**src/hw/cbsb_pkg.sv**
```systemverilog
package cbsb_pkg;

  // AXI4-Lite register offsets (byte addresses)
  localparam logic [7:0] OFF_CTRL      = 8'h00;
  localparam logic [7:0] OFF_CACHE_CTL = 8'h04;
  localparam logic [7:0] OFF_WE_SHAPE  = 8'h08;
  localparam logic [7:0] OFF_STATUS    = 8'h0c;
  localparam logic [7:0] OFF_IRQ       = 8'h10;

  // Control register fields
  localparam int CTRL_LOCK_BIT = 0;

  // Cache control setting fields
  localparam int CC_SYNC_RAM_EN = 26;

  // Reset values
  localparam logic [31:0] CTRL_RST      = 32'h0000_0000;
  localparam logic [31:0] CACHE_CTL_RST = 32'h0000_0000;
  localparam logic [8:0]  WE_SHAPE_RST  = 9'h1fe;

  // Clock strap limits and tag write shape width
  localparam logic [3:0] RATIO_MIN = 4'h3;
  localparam logic [3:0] RATIO_DFL = 4'h3;
  localparam int         WE_SHAPE_W = 9;

  // AXI responses
  localparam logic [1:0] RESP_OKAY   = 2'h0;
  localparam logic [1:0] RESP_SLVERR = 2'h2;

  // Size field codes for byte/word transfers
  localparam logic [1:0] SZ_MASK = 2'h0;
  localparam logic [1:0] SZ_W32  = 2'h1;
  localparam logic [1:0] SZ_W16  = 2'h2;
  localparam logic [1:0] SZ_B8   = 2'h3;

  typedef struct packed {
    logic       is_write;
    logic       noncached;
    logic       addr_top;
    logic [1:0] size;
    logic [3:0] low_addr;
    logic [3:0] mask;
  } cbsb_xfer_s;

  typedef struct packed {
    logic valid;
    logic shared;
    logic dirty;
    logic ctl_par;
    logic [18:0] addr;
    logic addr_par;
  } cbsb_tag_s;

  typedef enum logic [1:0] {
    TW_IDLE,
    TW_FIRST,
    TW_PULSE
  } cbsb_tagw_e;

endpackage : cbsb_pkg

```
**src/hw/cbsb_top.sv**
```systemverilog
// What this block does
// - Size field picks mask or low address bits driven on the lane lines.
// - Interrupt pins read at init as binary divisor; codes 3 to 15 valid.
// - After init interrupt pins are level requests, sampled as levels.
// - Primary system clock is CPU clock divided by the strapped ratio.
// - Delayed system clock copies primary, delayed 0 to 7 CPU cycles.
// - Power-fail pin: offset strap at init, power-fail interrupt later.
// - Machine-check pin: offset strap at init, machine-check request later.
// - Read miss drives 2-bit set number of the set to be filled.
// - Keep-shared input on write-block ack leaves block shared or private.
// - Effective lock flag on fills is system flag AND internal flag.
// - Tag control parity is odd parity over valid, shared, dirty.
// - Tag address parity is odd parity over the 19 tag address bits.
// - Tag write enable low first cycle, then follows write pulse shape bits.
// - Tag RAM output enable asserted during every cache read.
// - Victim-pending asserted while current read miss produced a victim.
// - Cache control bit 26 enables sync RAM clock, aligned to index or sysclk.
// - Top address bit set turns lane lines into low address bits, except size mask and 32-bit writes.
// - Non-cached writes: each lane line marks one 32-bit data quarter valid.
// - Delay offset strapped from halt, power-fail and machine-check pins.
`timescale 1ns/1ps
`default_nettype none
module cbsb_top (
  input  wire logic              REF_CLK,
  input  wire logic              ARST_N,
  input  wire logic              SUPPLY_GOOD_IN,
  // AXI4-Lite slave
  input  wire logic [7:0]        S_AXI_AWADDR,
  input  wire logic              S_AXI_AWVALID,
  output logic                   S_AXI_AWREADY,
  input  wire logic [31:0]       S_AXI_WDATA,
  input  wire logic [3:0]        S_AXI_WSTRB,
  input  wire logic              S_AXI_WVALID,
  output logic                   S_AXI_WREADY,
  output logic [1:0]             S_AXI_BRESP,
  output logic                   S_AXI_BVALID,
  input  wire logic              S_AXI_BREADY,
  input  wire logic [7:0]        S_AXI_ARADDR,
  input  wire logic              S_AXI_ARVALID,
  output logic                   S_AXI_ARREADY,
  output logic [31:0]            S_AXI_RDATA,
  output logic [1:0]             S_AXI_RRESP,
  output logic                   S_AXI_RVALID,
  input  wire logic              S_AXI_RREADY,
  // Straps and interrupt pins
  input  wire logic [3:0]        IRQ_IN,
  input  wire logic              HALT_IRQ_IN,
  input  wire logic              PWR_FAIL_IRQ_IN,
  input  wire logic              MCHK_IRQ_IN,
  // Transfer side band from core
  input  wire cbsb_pkg::cbsb_xfer_s XFER,
  output logic [3:0]             LANE_QUALIFIER_LINES,
  // Read miss / fill
  input  wire logic              READ_MISS,
  input  wire logic [1:0]        MISS_SET,
  input  wire logic              MISS_VICTIM,
  output logic [1:0]             SET_NUMBER,
  output logic                   VICTIM_PENDING,
  input  wire logic              FILL,
  input  wire logic              SYSTEM_LOCK_FLAG_IN,
  output logic                   LOCK_FLAG_EFF,
  input  wire logic              WB_ACK,
  input  wire logic              KEEP_SHARED_IN,
  output logic                   BLOCK_SHARED,
  // Tag interface
  input  wire cbsb_pkg::cbsb_tag_s TAG_IN,
  input  wire logic [18:0]       TAG_WR_ADDR,
  input  wire logic [2:0]        TAG_WR_STATE,
  output cbsb_pkg::cbsb_tag_s    TAG_OUT,
  output logic                   TAG_PAR_ERR,
  input  wire logic              BC_READ,
  input  wire logic              TAG_WRITE,
  input  wire logic              BC_PRIVATE,
  input  wire logic              INDEX_TICK,
  output logic                   TAG_RAM_OE,
  output logic                   TAG_RAM_WE,
  output logic                   SYNC_RAM_CLOCK,
  // Clocks and requests out
  output logic                   PRIMARY_SYSTEM_CLOCK,
  output logic                   PRIMARY_SYSTEM_CLOCK_N,
  output logic                   DELAYED_SYSTEM_CLOCK,
  output logic                   DELAYED_SYSTEM_CLOCK_N,
  output logic [3:0]             IRQ_LEVEL,
  output logic                   PWR_FAIL_REQ,
  output logic                   MCHK_REQ,
  output logic                   HALT_REQ
);

  // Pin synchronisers
  logic [6:0] pin_s1_r;
  logic [6:0] pin_s2_r;
  logic [1:0] sg_s_r;
  always_ff @(posedge REF_CLK or negedge ARST_N) begin
    if (!ARST_N) begin
      pin_s1_r <= 7'h00;
      pin_s2_r <= 7'h00;
      sg_s_r   <= 2'h0;
    end else begin
      pin_s1_r <= {HALT_IRQ_IN, PWR_FAIL_IRQ_IN, MCHK_IRQ_IN, IRQ_IN};
      pin_s2_r <= pin_s1_r;
      sg_s_r   <= {sg_s_r[0], SUPPLY_GOOD_IN};
    end
  end
  wire logic [3:0] irq_s  = pin_s2_r[3:0];
  wire logic       mchk_s = pin_s2_r[4];
  wire logic       pf_s   = pin_s2_r[5];
  wire logic       halt_s = pin_s2_r[6];

  // Init phase: held until supply good seen after reset release
  logic init_r;
  always_ff @(posedge REF_CLK or negedge ARST_N) begin
    if (!ARST_N) begin
      init_r <= 1'b1;
    end else if (init_r && sg_s_r[1]) begin
      init_r <= 1'b0;
    end
  end

  // Strap capture, frozen after init
  logic [3:0] ratio_r;
  logic [2:0] offset_r;
  always_ff @(posedge REF_CLK or negedge ARST_N) begin
    if (!ARST_N) begin
      ratio_r  <= cbsb_pkg::RATIO_DFL;
      offset_r <= 3'h0;
    end else if (init_r) begin
      ratio_r  <= (irq_s < cbsb_pkg::RATIO_MIN) ? cbsb_pkg::RATIO_DFL : irq_s;
      offset_r <= {halt_s, pf_s, mchk_s};
    end
  end

  // Level interrupt requests after init
  always_ff @(posedge REF_CLK or negedge ARST_N) begin
    if (!ARST_N) begin
      IRQ_LEVEL    <= 4'h0;
      PWR_FAIL_REQ <= 1'b0;
      MCHK_REQ     <= 1'b0;
      HALT_REQ     <= 1'b0;
    end else begin
      IRQ_LEVEL    <= init_r ? 4'h0 : irq_s;
      PWR_FAIL_REQ <= !init_r && pf_s;
      MCHK_REQ     <= !init_r && mchk_s;
      HALT_REQ     <= !init_r && halt_s;
    end
  end

  // System clock divider; high phase gets the extra cycle when odd
  logic [3:0] div_cnt_r;
  logic       sclk_r;
  logic [6:0] sclk_hist_r;
  wire logic [3:0] high_len = ratio_r - (ratio_r >> 1);
  always_ff @(posedge REF_CLK or negedge ARST_N) begin
    if (!ARST_N) begin
      div_cnt_r <= 4'h0;
      sclk_r    <= 1'b0;
    end else if (init_r || div_cnt_r == ratio_r - 4'h1) begin
      div_cnt_r <= 4'h0;
      sclk_r    <= !init_r;
    end else begin
      div_cnt_r <= div_cnt_r + 4'h1;
      sclk_r    <= (div_cnt_r + 4'h1) < high_len;
    end
  end
  always_ff @(posedge REF_CLK or negedge ARST_N) begin
    if (!ARST_N) begin
      sclk_hist_r <= 7'h00;
    end else begin
      sclk_hist_r <= {sclk_hist_r[5:0], sclk_r};
    end
  end
  wire logic [7:0] sclk_taps = {sclk_hist_r, sclk_r};
  assign PRIMARY_SYSTEM_CLOCK   = sclk_r;
  assign PRIMARY_SYSTEM_CLOCK_N = !sclk_r;
  assign DELAYED_SYSTEM_CLOCK   = sclk_taps[offset_r];
  assign DELAYED_SYSTEM_CLOCK_N = !sclk_taps[offset_r];

  // Registers
  logic [31:0] ctrl_r;
  logic [31:0] cache_ctl_r;
  logic [8:0]  we_shape_r;

  // Lane line encoding
  always_ff @(posedge REF_CLK or negedge ARST_N) begin
    if (!ARST_N) begin
      LANE_QUALIFIER_LINES <= 4'h0;
    end else if (XFER.addr_top) begin
      case (XFER.size)
        cbsb_pkg::SZ_MASK: LANE_QUALIFIER_LINES <= XFER.mask;
        cbsb_pkg::SZ_W32:  LANE_QUALIFIER_LINES <= XFER.is_write ? XFER.mask : {XFER.low_addr[3:2], 2'h0};
        cbsb_pkg::SZ_W16:  LANE_QUALIFIER_LINES <= {XFER.low_addr[3:1], 1'b0};
        default:           LANE_QUALIFIER_LINES <= XFER.low_addr;
      endcase
    end else if (XFER.noncached) begin
      LANE_QUALIFIER_LINES <= XFER.mask;
    end else begin
      LANE_QUALIFIER_LINES <= 4'h0;
    end
  end

  // Miss, victim, lock and shared side band
  always_ff @(posedge REF_CLK or negedge ARST_N) begin
    if (!ARST_N) begin
      SET_NUMBER     <= 2'h0;
      VICTIM_PENDING <= 1'b0;
      LOCK_FLAG_EFF  <= 1'b0;
      BLOCK_SHARED   <= 1'b0;
    end else begin
      if (READ_MISS) begin
        SET_NUMBER     <= MISS_SET;
        VICTIM_PENDING <= MISS_VICTIM;
      end else if (FILL) begin
        VICTIM_PENDING <= 1'b0;
      end
      if (FILL) begin
        LOCK_FLAG_EFF <= SYSTEM_LOCK_FLAG_IN && ctrl_r[cbsb_pkg::CTRL_LOCK_BIT];
      end
      if (WB_ACK) begin
        BLOCK_SHARED <= KEEP_SHARED_IN;
      end
    end
  end

  // Tag write data with parity and read parity check
  always_ff @(posedge REF_CLK or negedge ARST_N) begin
    if (!ARST_N) begin
      TAG_OUT     <= '0;
      TAG_PAR_ERR <= 1'b0;
    end else begin
      TAG_OUT.valid    <= TAG_WR_STATE[2];
      TAG_OUT.shared   <= TAG_WR_STATE[1];
      TAG_OUT.dirty    <= TAG_WR_STATE[0];
      TAG_OUT.ctl_par  <= ~^TAG_WR_STATE;
      TAG_OUT.addr     <= TAG_WR_ADDR;
      TAG_OUT.addr_par <= ~^TAG_WR_ADDR;
      TAG_PAR_ERR <= (BC_READ || FILL) &&
                     ((^{TAG_IN.valid, TAG_IN.shared, TAG_IN.dirty, TAG_IN.ctl_par} == 1'b0) ||
                      (^{TAG_IN.addr, TAG_IN.addr_par} == 1'b0));
    end
  end

  // Tag write pulse shaping
  cbsb_pkg::cbsb_tagw_e tw_state_r;
  logic [3:0] tw_cnt_r;
  always_ff @(posedge REF_CLK or negedge ARST_N) begin
    if (!ARST_N) begin
      tw_state_r <= cbsb_pkg::TW_IDLE;
      tw_cnt_r   <= 4'h0;
    end else begin
      case (tw_state_r)
        cbsb_pkg::TW_IDLE: if (TAG_WRITE) begin
          tw_state_r <= cbsb_pkg::TW_FIRST;
        end
        cbsb_pkg::TW_FIRST: begin
          tw_state_r <= cbsb_pkg::TW_PULSE;
          tw_cnt_r   <= 4'h1;
        end
        cbsb_pkg::TW_PULSE: if (tw_cnt_r == 4'(cbsb_pkg::WE_SHAPE_W - 1)) begin
          tw_state_r <= cbsb_pkg::TW_IDLE;
          tw_cnt_r   <= 4'h0;
        end else begin
          tw_cnt_r <= tw_cnt_r + 4'h1;
        end
        default: tw_state_r <= cbsb_pkg::TW_IDLE;
      endcase
    end
  end
  assign TAG_RAM_WE = (tw_state_r == cbsb_pkg::TW_PULSE) && we_shape_r[tw_cnt_r];
  assign TAG_RAM_OE = BC_READ;
  // Sync RAM clock follows index ticks on private access, sysclk otherwise
  assign SYNC_RAM_CLOCK = cache_ctl_r[cbsb_pkg::CC_SYNC_RAM_EN] &&
                          (BC_PRIVATE ? INDEX_TICK : sclk_r);

  // AXI4-Lite slave
  logic        aw_got_r, w_got_r;
  logic [7:0]  aw_addr_r;
  logic [31:0] w_data_r;
  logic [3:0]  w_strb_r;
  assign S_AXI_AWREADY = !aw_got_r && !S_AXI_BVALID;
  assign S_AXI_WREADY  = !w_got_r && !S_AXI_BVALID;
  assign S_AXI_ARREADY = !S_AXI_RVALID;
  wire logic do_wr = aw_got_r && w_got_r;

  function automatic logic [31:0] merge(input logic [31:0] old, input logic [31:0] d, input logic [3:0] s);
    logic [31:0] r;
    r = old;
    for (int i = 0; i < 4; i++) begin
      if (s[i]) begin
        r[i*8 +: 8] = d[i*8 +: 8];
      end
    end
    return r;
  endfunction : merge

  always_ff @(posedge REF_CLK or negedge ARST_N) begin
    if (!ARST_N) begin
      aw_got_r     <= 1'b0;
      w_got_r      <= 1'b0;
      aw_addr_r    <= 8'h00;
      w_data_r     <= 32'h0;
      w_strb_r     <= 4'h0;
      S_AXI_BVALID <= 1'b0;
      S_AXI_BRESP  <= cbsb_pkg::RESP_OKAY;
      ctrl_r       <= cbsb_pkg::CTRL_RST;
      cache_ctl_r  <= cbsb_pkg::CACHE_CTL_RST;
      we_shape_r   <= cbsb_pkg::WE_SHAPE_RST;
    end else begin
      if (S_AXI_AWVALID && S_AXI_AWREADY) begin
        aw_got_r  <= 1'b1;
        aw_addr_r <= S_AXI_AWADDR;
      end
      if (S_AXI_WVALID && S_AXI_WREADY) begin
        w_got_r  <= 1'b1;
        w_data_r <= S_AXI_WDATA;
        w_strb_r <= S_AXI_WSTRB;
      end
      if (do_wr) begin
        aw_got_r     <= 1'b0;
        w_got_r      <= 1'b0;
        S_AXI_BVALID <= 1'b1;
        S_AXI_BRESP  <= cbsb_pkg::RESP_OKAY;
        case (aw_addr_r)
          cbsb_pkg::OFF_CTRL:      ctrl_r      <= merge(ctrl_r, w_data_r, w_strb_r);
          cbsb_pkg::OFF_CACHE_CTL: cache_ctl_r <= merge(cache_ctl_r, w_data_r, w_strb_r);
          cbsb_pkg::OFF_WE_SHAPE:  we_shape_r  <= 9'(merge({23'h0, we_shape_r}, w_data_r, w_strb_r));
          cbsb_pkg::OFF_STATUS, cbsb_pkg::OFF_IRQ: ;
          default:                 S_AXI_BRESP <= cbsb_pkg::RESP_SLVERR;
        endcase
      end else if (S_AXI_BVALID && S_AXI_BREADY) begin
        S_AXI_BVALID <= 1'b0;
      end
    end
  end

  always_ff @(posedge REF_CLK or negedge ARST_N) begin
    if (!ARST_N) begin
      S_AXI_RVALID <= 1'b0;
      S_AXI_RDATA  <= 32'h0;
      S_AXI_RRESP  <= cbsb_pkg::RESP_OKAY;
    end else if (S_AXI_ARVALID && S_AXI_ARREADY) begin
      S_AXI_RVALID <= 1'b1;
      S_AXI_RRESP  <= cbsb_pkg::RESP_OKAY;
      case (S_AXI_ARADDR)
        cbsb_pkg::OFF_CTRL:      S_AXI_RDATA <= ctrl_r;
        cbsb_pkg::OFF_CACHE_CTL: S_AXI_RDATA <= cache_ctl_r;
        cbsb_pkg::OFF_WE_SHAPE:  S_AXI_RDATA <= {23'h0, we_shape_r};
        cbsb_pkg::OFF_STATUS:    S_AXI_RDATA <= {20'h0, init_r, offset_r, ratio_r, VICTIM_PENDING,
                                                 BLOCK_SHARED, LOCK_FLAG_EFF, TAG_PAR_ERR};
        cbsb_pkg::OFF_IRQ:       S_AXI_RDATA <= {25'h0, HALT_REQ, MCHK_REQ, PWR_FAIL_REQ, IRQ_LEVEL};
        default: begin
          S_AXI_RDATA <= 32'h0;
          S_AXI_RRESP <= cbsb_pkg::RESP_SLVERR;
        end
      endcase
    end else if (S_AXI_RVALID && S_AXI_RREADY) begin
      S_AXI_RVALID <= 1'b0;
    end
  end

endmodule : cbsb_top
`default_nettype wire

```
**config.mk**
```make
export PLATFORM = sky130hd
export DESIGN_NAME = cbsb_top
export DESIGN_NICKNAME = d
export VERILOG_FILES = /design/src/hw/cbsb_pkg.sv /design/src/hw/cbsb_top.sv
export SDC_FILE = /design/constraint.sdc
export NUM_CORES = 1
export LEC_CHECK = 0
export BUFFER_PORTS_ARGS = -buffer_cell sky130_fd_sc_hd__buf_2
export CAP_MARGIN = 5
export CORE_MARGIN = 2
export CORE_UTILIZATION = 58
export CTS_CLUSTER_SIZE = 24
export DETAILED_ROUTE_END_ITERATION = 16
export HOLD_SLACK_MARGIN = 0.05
export PLACE_DENSITY = 0.85
export RECOVER_POWER = 100
export SLEW_MARGIN = 5
export SYNTH_ARGS = -nofsm -noshare
export SYNTH_HDL_FRONTEND = slang
export SYNTH_SLANG_ARGS = --single-unit
```
**constraint.sdc**
```tcl
create_clock -name REF_CLK -period 6.2 [get_ports REF_CLK]
set_clock_uncertainty 0.05 [all_clocks]
set_input_delay 0.31 -clock REF_CLK [delete_from_list [all_inputs] [get_ports REF_CLK]]
set_output_delay 0.31 -clock REF_CLK [all_outputs]
set_load 0.01 [all_outputs]
```
==> results.py, run 1 <==
metrics = {
    "clocking": {
        "ctsResizeCount": 0,
        "cts_root_buf": "clkbuf_16",
        "htreeDepth": 1,
        "clock-sinks": 238,
        "clk_pin_slew_ps": 60,
        "cts_setup_buffers": 0,
        "cts_tree": "done",
        "cts_buffers": 25,
        "clk_latency_ps": 530,
        "cts.path.max_buffers": 3,
    },
    "logic_synthesis": {
        "synth_edf_count": 0,
        "synth_flop_cell": "dfrtp_1",
        "async_flop_share_pct": 100,
        "synth_compound_area_share_pct": 7.26,
        "yosys.cell_types.count": 49,
        "synth_seq_cells": 238,
        "yosysWarnings": 0,
        "muxShareOfSynthArea_pct": 17.0,
        "yosys.area_share.adder_pct": 2.11,
        "yosysSeqAreaShare_pct": 60.7,
        "synth-simple-area-share_pct": 6.16,
        "synth_top_family_by_area": "multiplexers",
        "syn-mean-instance-area_um2": 13.4,
        "synthesis.area_um2": 9830,
        "synthCells": 732,
        "synth_xor_area_share_pct": 4.68,
    },
    "layout": {
        "area_growth_pct": 30.0,
        "nets": 1214,
        "drive_gt1_share_pct": 28.0,
        "most-common-layout-cells": "dfrtp_1 (227), mux2_2 (126), clkbuf_1 (121)",
        "final_common_cell": "dfrtp_1",
        "fin_cells": 1299,
    },
    "place": {
        "dp_hpwl_mm": 15.2,
        "place_inst": 1156,
        "place.gp.congestion": 0.790,
        "io_buffers": 224,
    },
    "drt": {
        "drtIter0Drc": 555,
        "antenna_left": 0,
        "routed_wl_mm": 25.9,
        "num_vias": 7293,
        "via_per_inst": 5.61,
        "first_pass_iters": 5,
        "avgRoutedWirePerCell_um": 19.9,
        "drc": 0,
    },
    "min_path": {
        "holdPathStages": 3,
        "hp-class": "input port to register",
        "min_to": "S_AXI_RRESP[1]$_DFFE_PN0P_",
        "hp-start": "S_AXI_ARVALID",
    },
    "grt": {
        "grt_pass1_vias": 7853,
        "overflow": 0,
        "antenna_found_initial": 1,
        "grt_pass1_wl_mm": 41.6,
        "grtUsageTotal_pct": 29.7,
        "grt_max_degree": 95,
    },
    "floorplanning": {
        "die_height_um": 134,
        "io_pins": 227,
        "coreArea_um2": 16600,
        "die_x_um": 134,
        "start_util_pct": 59.3,
        "dieArea_um2": 18000,
        "row_count": 47,
    },
    "worst_setup_path": {
        "reg2regPathDepth": 5,
        "crit_required_ps": 6540,
        "r2r-start": "aw_addr_r[1]$_DFFE_PN0P_",
        "critPathKind": "register to register",
        "path_max_fanout": 8,
        "r2r-end": "cache_ctl_r[21]$_DFFE_PN0P_",
        "r2r_slack_ps": 2880,
        "cp.arrival_ps": 3660,
        "critPathCaptureType": "register",
        "timing.critical_path.from_type": "register",
    },
    "power": {
        "p_total_uw": 4200,
        "peakVddDrop_uv": 265,
        "power.density_nw_per_um2": 329,
        "p_leak_uw": 0.00584,
    },
    "status": {
        "status": "finished with violations",
        "violations": "max-capacitance violations, max-slew violations",
    },
    "sta": {
        "drv_slew": 84,
        "timing.final.setup_violations": 0,
        "finalHoldViolations": 0,
        "min_period_ps": 3320,
        "worstMarginPinSlew_ps": 2740,
        "fmax_ghz": 0.302,
        "slew_headroom_pct": -82.8,
        "finalSetupTns_ps": 0,
        "fin_crit_sh_pct": 53.5,
        "rsz0062_at_grt": "false",
    },
    "run": {
        "maxCapViolCount": 2,
    },
}
[through the flow]
stage                     utilization (%)  setup WS (ps)  instance area, µm²  hold slack (ps)
after floorplan                         -           3820                9840            -35.6
after global placement               67.4           3660               11200              284
after detailed placement             67.4           3570               11200              285
after CTS                            78.1           3600               13000             51.1
after global routing                 77.1           2740               12800             91.2
final                                77.1           2880               12800             53.3
[power by group]
part	total [µW]	internal (µW)	switching [µW]
clock	1470	861	613
sequential	2030	1800	229
combinational	696	384	313
[critical path, cell delays in order (launching register included)]
cell and delay [ps]:
dfrtp_1 370, or4_1 540, or4_1 500, nor3b_1 1070
nand2_4 240, mux2_1 420
[layout make-up]
type                            count  area (µm²)
Sequential cell                   238        5970
Fill cell                        1029        3800
Multi-Input combinational cell    445        3640
Timing Repair Buffer              327        2000
Clock buffer                       39         738
Tap cell                          220         275
Inverter                           23        86.3
Clock inverter                      6        65.1
Antenna cell                        1        2.50
[per-layer routing]
metal,GRT usage (%),vias to the layer above,share of wire [%]
met5,0,-,0
met3,6.80,80,7.8
met1,38.4,3627,39
met2,49.7,368,49
met4,10.9,0,3.8
li1,-,3218,-
[worst max path at each step]
stage | cells after the start | startpoint | endpoint
after CTS | 5 | aw_addr_r[1]$_DFFE_PN0P_ | ctrl_r[25]$_DFFE_PN0P_
final | 5 | aw_addr_r[1]$_DFFE_PN0P_ | cache_ctl_r[21]$_DFFE_PN0P_
after global routing | 5 | aw_addr_r[1]$_DFFE_PN0P_ | cache_ctl_r[12]$_DFFE_PN0P_
after floorplan | 5 | aw_addr_r[1]$_DFFE_PN0P_ | cache_ctl_r[26]$_DFFE_PN0P_
after detailed placement | 7 | S_AXI_ARADDR[7] | S_AXI_RDATA[1]$_DFFE_PN0P_
after global placement | 7 | S_AXI_ARADDR[7] | S_AXI_RDATA[16]$_DFFE_PN0P_
[synth_stat cells, drive strengths merged, types with 2 or more instances]
library cell / instances / share of area [%]
a21boi: 2 / 0.15
a21oi: 12 / 0.61
a22o: 2 / 0.18
a22oi: 33 / 2.5
a31oi: 4 / 0.25
and2: 4 / 0.25
buf: 6 / 0.34
clkbuf: 21 / 0.80
dfrtp: 227 / 58
dfstp: 11 / 2.9
ha: 15 / 1.9
inv: 23 / 0.88
mux2: 131 / 15
mux2i: 6 / 0.61
mux4: 6 / 1.4
nand2: 56 / 2.5
nand3: 11 / 0.56
nand3b: 3 / 0.23
nand4: 2 / 0.13
nor2: 16 / 0.61
nor2b: 12 / 0.76
nor3: 3 / 0.20
nor3b: 4 / 0.42
o21a: 2 / 0.15
o21ai: 50 / 2.5
o21bai: 2 / 0.15
o22ai: 2 / 0.13
o31ai: 4 / 0.31
or4: 2 / 0.19
xnor2: 42 / 3.7
xor2: 8 / 0.71
[state kept, by name, indices dropped and copies added, names as in the netlist, 7 cells and up]
name	count
S_AXI_RDATA	32
TAG_OUT	24
aw_addr_r	8
cache_ctl_r	32
ctrl_r	32
pin_s1_r	7
pin_s2_r	7
sclk_hist_r	7
w_data_r	32
we_shape_r	9
[logic make-up after synthesis]
kind of cell             after synthesis
flip-flops                           238
AND/OR/NAND/NOR                      117
AO/OA/AOI/OAI                        116
multiplexers                         143
other                                  1
XOR/XNOR                              51
buffers and inverters                 50
adder cells (fa/ha/maj)               16
[repair_timing]
action	CTS	global route
hold buffers	97	0
setup endpoints to repair	0	0
endpoints found under the hold margin	178	0
(Power assumes the default switching activity.)
==> inputs of run 2 (changes only) <==
--- a/config.mk
+++ b/config.mk
@@ -8,11 +8,11 @@
 export BUFFER_PORTS_ARGS = -buffer_cell sky130_fd_sc_hd__buf_2
 export CAP_MARGIN = 5
 export CORE_MARGIN = 2
-export CORE_UTILIZATION = 58
+export CORE_UTILIZATION = 54
 export CTS_CLUSTER_SIZE = 24
 export DETAILED_ROUTE_END_ITERATION = 16
 export HOLD_SLACK_MARGIN = 0.05
-export PLACE_DENSITY = 0.85
+export PLACE_DENSITY = 0.8
 export RECOVER_POWER = 100
 export SLEW_MARGIN = 5
 export SYNTH_ARGS = -nofsm -noshare
==> constraint.sdc (replaced) <==
create_clock -name REF_CLK -period 3.22 [get_ports REF_CLK]
set_clock_uncertainty 0.05 [all_clocks]
set_input_delay 0.161 -clock REF_CLK [delete_from_list [all_inputs] [get_ports REF_CLK]]
set_output_delay 0.161 -clock REF_CLK [all_outputs]
set_load 0.01 [all_outputs]
==> run 2 against run 1 <==
  * The flow still finishes with violations (max-capacitance violations, max-slew violations)
  * Flip-flop and latch count did not move
  * Non-clock buffer count rose by 6
  * Sequential power rose by 92%
  * Sequential share of layout area fell by 0.45 points
  * Via count fell by 3.2%
  * Highest routed layer unchanged
  * Power rose by 93%
  * Critical endpoint is now cache_ctl_r[26]$_DFFE_PN0P_
  * Wire length fell by 8.1%
==> results.py, run 2 (synthesis gave the netlist of run 1 again) <==
metrics = {
    "worst_setup_path": {
        "reg2regPathDepth": 5,
        "setup.worst_path.start": "aw_addr_r[0]$_DFFE_PN0P_",
        "critPathKind": "register to register",
        "r2r_slack_ps": 410,
        "path_max_fanout": 8,
        "r2r-start": "aw_addr_r[0]$_DFFE_PN0P_",
        "cpMostUsedCell": "or4_1",
        "endpoint": "cache_ctl_r[26]$_DFFE_PN0P_",
        "cp.arrival_ps": 3150,
        "crit_slowest_cell": "nor3b_2",
        "timing.critical_path.from_type": "register",
        "critPathCaptureType": "register",
        "path_cells": "or4_1 -> or4_1 -> nor3b_2 -> nand2_4 -> mux2_1",
        "crit_required_ps": 3560,
        "critPathMaxStageDelay_ps": 670,
        "r2r-end": "cache_ctl_r[26]$_DFFE_PN0P_",
    },
    "drt": {
        "first_pass_iters": 5,
        "antenna_left": 0,
        "via_per_inst": 5.37,
        "drtIter0Drc": 437,
        "drc": 0,
        "routed_wl_mm": 23.8,
        "num_vias": 7056,
        "avgRoutedWirePerCell_um": 18.1,
    },
    "clocking": {
        "cts.path.max_buffers": 3,
        "clock-sinks": 238,
        "clk_latency_ps": 510,
        "cts_tree": "done",
        "clk_pin_slew_ps": 70,
        "htreeDepth": 1,
        "cts_setup_buffers": 0,
        "cts_buffers": 25,
        "cts_root_buf": "clkbuf_16",
    },
    "grt": {
        "overflow": 0,
        "grt_max_degree": 101,
        "grtUsageTotal_pct": 25.0,
        "antenna_found_initial": 0,
        "grt_pass1_vias": 7535,
        "grt_pass1_wl_mm": 38.8,
    },
    "layout": {
        "multi_input_area_um2": 3650,
        "final_common_cell": "dfrtp_1",
        "most-common-layout-cells": "dfrtp_1 (227), mux2_2 (127), clkbuf_1 (118)",
        "drive_gt1_share_pct": 28.6,
        "fill_cells": 1269,
        "ff_latch_area_um2": 5970,
        "nets": 1220,
        "final_area_um2": 12900,
        "antenna-diode-count": 0,
        "area_growth_pct": 31.2,
    },
    "place": {
        "io_buffers": 224,
        "place.gp.congestion": 0.830,
        "dpl_cell_area_um2": 11200,
        "dp_hpwl_mm": 15.3,
        "pre_cts_ws_ps": 683,
    },
    "sta": {
        "finalHoldViolations": 0,
        "finalSetupTns_ps": 0,
        "drv_slew": 131,
        "timing.hold.ws_ps": 70.2,
        "fin_crit_sh_pct": 87.2,
        "timing.final.setup_violations": 0,
        "min_period_ps": 2810,
        "fin_ws_ps": 413,
        "rsz0062_at_grt": "false",
        "slew_headroom_pct": -50.0,
        "worstMarginPinSlew_ps": 2250,
        "fmax_ghz": 0.356,
    },
    "floorplanning": {
        "die_height_um": 139,
        "dieArea_um2": 19300,
        "coreArea_um2": 17900,
        "start_util_pct": 54.9,
        "row_count": 49,
        "io_pins": 227,
        "die_x_um": 139,
    },
    "power": {
        "p_leak_uw": 0.00590,
        "peakVddDrop_uv": 544,
        "power.density_nw_per_um2": 628,
        "p_total_uw": 8110,
    },
    "run": {
        "maxCapViolCount": 3,
    },
    "status": {
        "violations": "max-capacitance violations, max-slew violations",
        "status": "finished with violations",
    },
    "min_path": {
        "hp-class": "input port to register",
    },
}
[run 2: cell types whose count changed in the layout (fill, tap and decap cells not counted), sizes merged]
cell / before / now
dlymetal6s4s: 0 / 1
buf: 116 / 119
bufinv: 1 / 3
clkinv: 4 / 7
clkinvlp: 0 / 1
diode: 1 / 0
clkbuf: 153 / 146
dlygate4sd3: 97 / 101
[run 2: critical path: cells and delay by family, from the launching register on]
family | cells | cell delay (ps)
flip-flops | 1 | 380
multiplexers | 1 | 360
AND/OR/NAND/NOR | 4 | 1890
[run 2: per-stage QoR]
step                util, %  instances
finish                 72.1       1314
global route           72.1       1314
CTS                    73.0       1314
detailed placement     62.8       1167
global placement       62.8       1167
floorplan                 -        733
[run 2: worst min path at each step]
stage | from | endpoint | slack (ps) | depth (start not counted)
finish | S_AXI_ARADDR[0] | S_AXI_RDATA[7]$_DFFE_PN0P_ | 70 | 5
global route | S_AXI_ARADDR[0] | S_AXI_RDATA[7]$_DFFE_PN0P_ | 110 | 5
CTS | S_AXI_ARADDR[0] | S_AXI_RDATA[7]$_DFFE_PN0P_ | 60 | 5
detailed placement | ARST_N | w_data_r[20]$_DFFE_PN0P_ | 40 | 1
global placement | ARST_N | w_data_r[20]$_DFFE_PN0P_ | 40 | 1
floorplan | ARST_N | BLOCK_SHARED$_DFFE_PN0P_ | -180 | 0
[run 2: layout make-up]
cell class / instances / share of cell area [%]
Sequential cell: 238 / 46.3
Multi-Input combinational cell: 445 / 28.3
Timing Repair Buffer: 333 / 16.1
Clock inverter: 12 / 1.10
Inverter: 23 / 0.669
Clock buffer: 34 / 5.34
Tap cell: 229 / 2.22
[run 2: report_power, final]
group,internal [µW],switching (µW),total [µW]
registers,3470,429,3900
logic,744,583,1330
clock network,1740,1130,2880
total,5960,2150,8110
[run 2: layer usage]
metal | vias to the layer above | global-route usage, % | share of wire (%)
met5 | - | 0 | 0
met4 | 0 | 7.81 | 2.8
met3 | 53 | 5.25 | 6.0
met2 | 259 | 42.1 | 49
met1 | 3516 | 32.8 | 42
li1 | 3228 | - | -
[run 2: repair_timing]
action | CTS | global route
endpoints found under the hold margin | 318 | 0
gates resized for setup | 0 | 0
hold buffers | 101 | 0
==> inputs of run 3 (changes only) <==
--- a/config.mk
+++ b/config.mk
@@ -8,11 +8,10 @@
 export BUFFER_PORTS_ARGS = -buffer_cell sky130_fd_sc_hd__buf_2
 export CAP_MARGIN = 5
 export CORE_MARGIN = 2
-export CORE_UTILIZATION = 54
+export CORE_UTILIZATION = 24
 export CTS_CLUSTER_SIZE = 24
 export DETAILED_ROUTE_END_ITERATION = 16
 export HOLD_SLACK_MARGIN = 0.05
-export PLACE_DENSITY = 0.8
 export RECOVER_POWER = 100
 export SLEW_MARGIN = 5
 export SYNTH_ARGS = -nofsm -noshare
==> run 3 against run 2 <==
  * The run still ends with max-capacitance violations, max-slew violations left
  * Worst hold slack better by 3.6 ps
  * Final cell count increased by 24%
  * Global-route usage decreased by 13 points
  * Critical endpoint unchanged
==> results.py, run 3 (synthesis gave the netlist of run 1 again) <==
metrics = {
    "floorplanning": {
        "coreArea_um2": 40600,
        "row_count": 74,
        "io_pins": 227,
        "die_height_um": 206,
        "dieArea_um2": 42600,
        "die_x_um": 206,
        "start_util_pct": 24.2,
    },
    "sta": {
        "rsz0062_at_grt": "false",
        "fin_crit_sh_pct": 88.7,
        "finalSetupTns_ps": 0,
        "worstMarginPinSlew_ps": 2490,
        "finalHoldViolations": 0,
        "timing.final.setup_violations": 0,
        "fin_ws_ps": 363,
        "min_period_ps": 2860,
        "slew_headroom_pct": -66.1,
        "drv_slew": 142,
        "fmax_ghz": 0.350,
    },
    "drt": {
        "first_pass_iters": 4,
        "routed_wl_mm": 25.9,
        "via_per_inst": 4.20,
        "avgRoutedWirePerCell_um": 16.0,
        "antenna_left": 0,
        "drc": 0,
        "num_vias": 6830,
        "drtIter0Drc": 379,
    },
    "layout": {
        "drive_gt1_share_pct": 29.3,
        "nets": 1224,
        "fill_cells": 4100,
        "area_growth_pct": 36.7,
        "final_common_cell": "dfrtp_1",
        "most-common-layout-cells": "dfrtp_1 (227), mux2_2 (128), clkbuf_1 (119)",
    },
    "status": {
        "violations": "max-capacitance violations, max-slew violations",
        "status": "finished with violations",
    },
    "min_path": {
        "holdPathStages": 5,
        "hp-class": "input port to register",
    },
    "clocking": {
        "clock-sinks": 238,
        "clk_pin_slew_ps": 60,
        "cts.path.max_buffers": 3,
        "cts_root_buf": "clkbuf_16",
        "cts_buffers": 28,
        "htreeDepth": 1,
        "cts_setup_buffers": 0,
        "clk_latency_ps": 540,
        "ctsResizeCount": 0,
        "cts_tree": "done",
    },
    "place": {
        "place.gp.congestion": 0.725,
        "pre_cts_ws_ps": 642,
        "dp_hpwl_mm": 18.5,
        "io_buffers": 224,
    },
    "grt": {
        "grt_pass1_vias": 7229,
        "grtUsageTotal_pct": 12.1,
        "grt_pass1_wl_mm": 40.0,
        "grt_max_degree": 98,
        "antenna_found_initial": 1,
        "overflow": 0,
    },
    "worst_setup_path": {
        "reg2regPathDepth": 5,
        "critPathCaptureType": "register",
        "critPathKind": "register to register",
        "timing.critical_path.from_type": "register",
        "cp.arrival_ps": 3220,
        "path_max_fanout": 8,
        "crit_required_ps": 3590,
    },
    "run": {
        "maxCapViolCount": 2,
    },
    "power": {
        "power.density_nw_per_um2": 632,
        "peakVddDrop_uv": 380,
        "p_leak_uw": 0.00596,
    },
}
## run 3: area by class of cell
cell class / instances / area (µm²) / area share, %
clock inverters: 7 / 115 / 0.857
clock buffers: 45 / 866 / 6.44
inverters: 23 / 86.3 / 0.642
flip-flops and latches: 238 / 5970 / 44.4
repair buffers: 334 / 2080 / 15.5
multi-input cells: 445 / 3650 / 27.2
diodes: 1 / 2.50 / 0.0186
well taps: 532 / 666 / 4.95
## run 3: layer usage
| metal | vias to the layer above | routed length, µm | global-route usage (%) |
|---|---|---|---|
| li1 | 3244 | - | - |
| met1 | 3368 | 11400 | 15.7 |
| met2 | 178 | 12400 | 20.0 |
| met3 | 40 | 1550 | 2.74 |
| met4 | 0 | 636 | 3.67 |
| met5 | - | 0 | 0 |
## run 3: worst paths after layout
| path | slack, ps | endpoint | start |
|---|---|---|---|
| setup / recovery | 360 | cache_ctl_r[26]$_DFFE_PN0P_ | aw_addr_r[1]$_DFFE_PN0P_ |
| hold / removal | 70 | S_AXI_RDATA[8]$_DFFE_PN0P_ | S_AXI_ARADDR[0] |
| setup reg to reg | 360 | cache_ctl_r[26]$_DFFE_PN0P_ | aw_addr_r[1]$_DFFE_PN0P_ |
| hold reg to reg | 300 | pin_s2_r[1]$_DFF_PN0_ | pin_s1_r[1]$_DFF_PN0_ |
| max in group asynchronous | 730 | we_shape_r[1]$_DFFE_PN1P_ | ARST_N |
| min in group asynchronous | 860 | w_data_r[22]$_DFFE_PN0P_ | ARST_N |
## run 3: critical path: stages (launching register included)
cell and delay [ps]:
dfrtp_1 370, or4_1 550, or4_1 570, nor3b_2 660
nand2_4 190, mux2_1 360
## run 3: where the power goes
| part | total (µW) | switching, µW | internal [µW] |
|---|---|---|---|
| Combinational | 1310 | 573 | 740 |
| Clock | 3290 | 1220 | 2070 |
| Sequential | 3890 | 413 | 3470 |
## run 3: through the flow
stage               area, µm²  hold WS (ps)  cells  total power (µW)  util (%)
floorplan                9840          -185    733              4650         -
global placement        11600           205   1472              5160      28.6
detailed placement      11600           211   1472              5210      28.6
CTS                     13600          51.4   1624              8690      33.5
global route            13400          88.6   1625              8950      33.1
finish                  13400          73.8   1625              8490      33.1
## run 3: repair_timing
item / in CTS / in global routing
endpoints found under the setup margin: 0 / 0
hold buffers: 100 / 0
hold endpoints to repair: 183 / 0
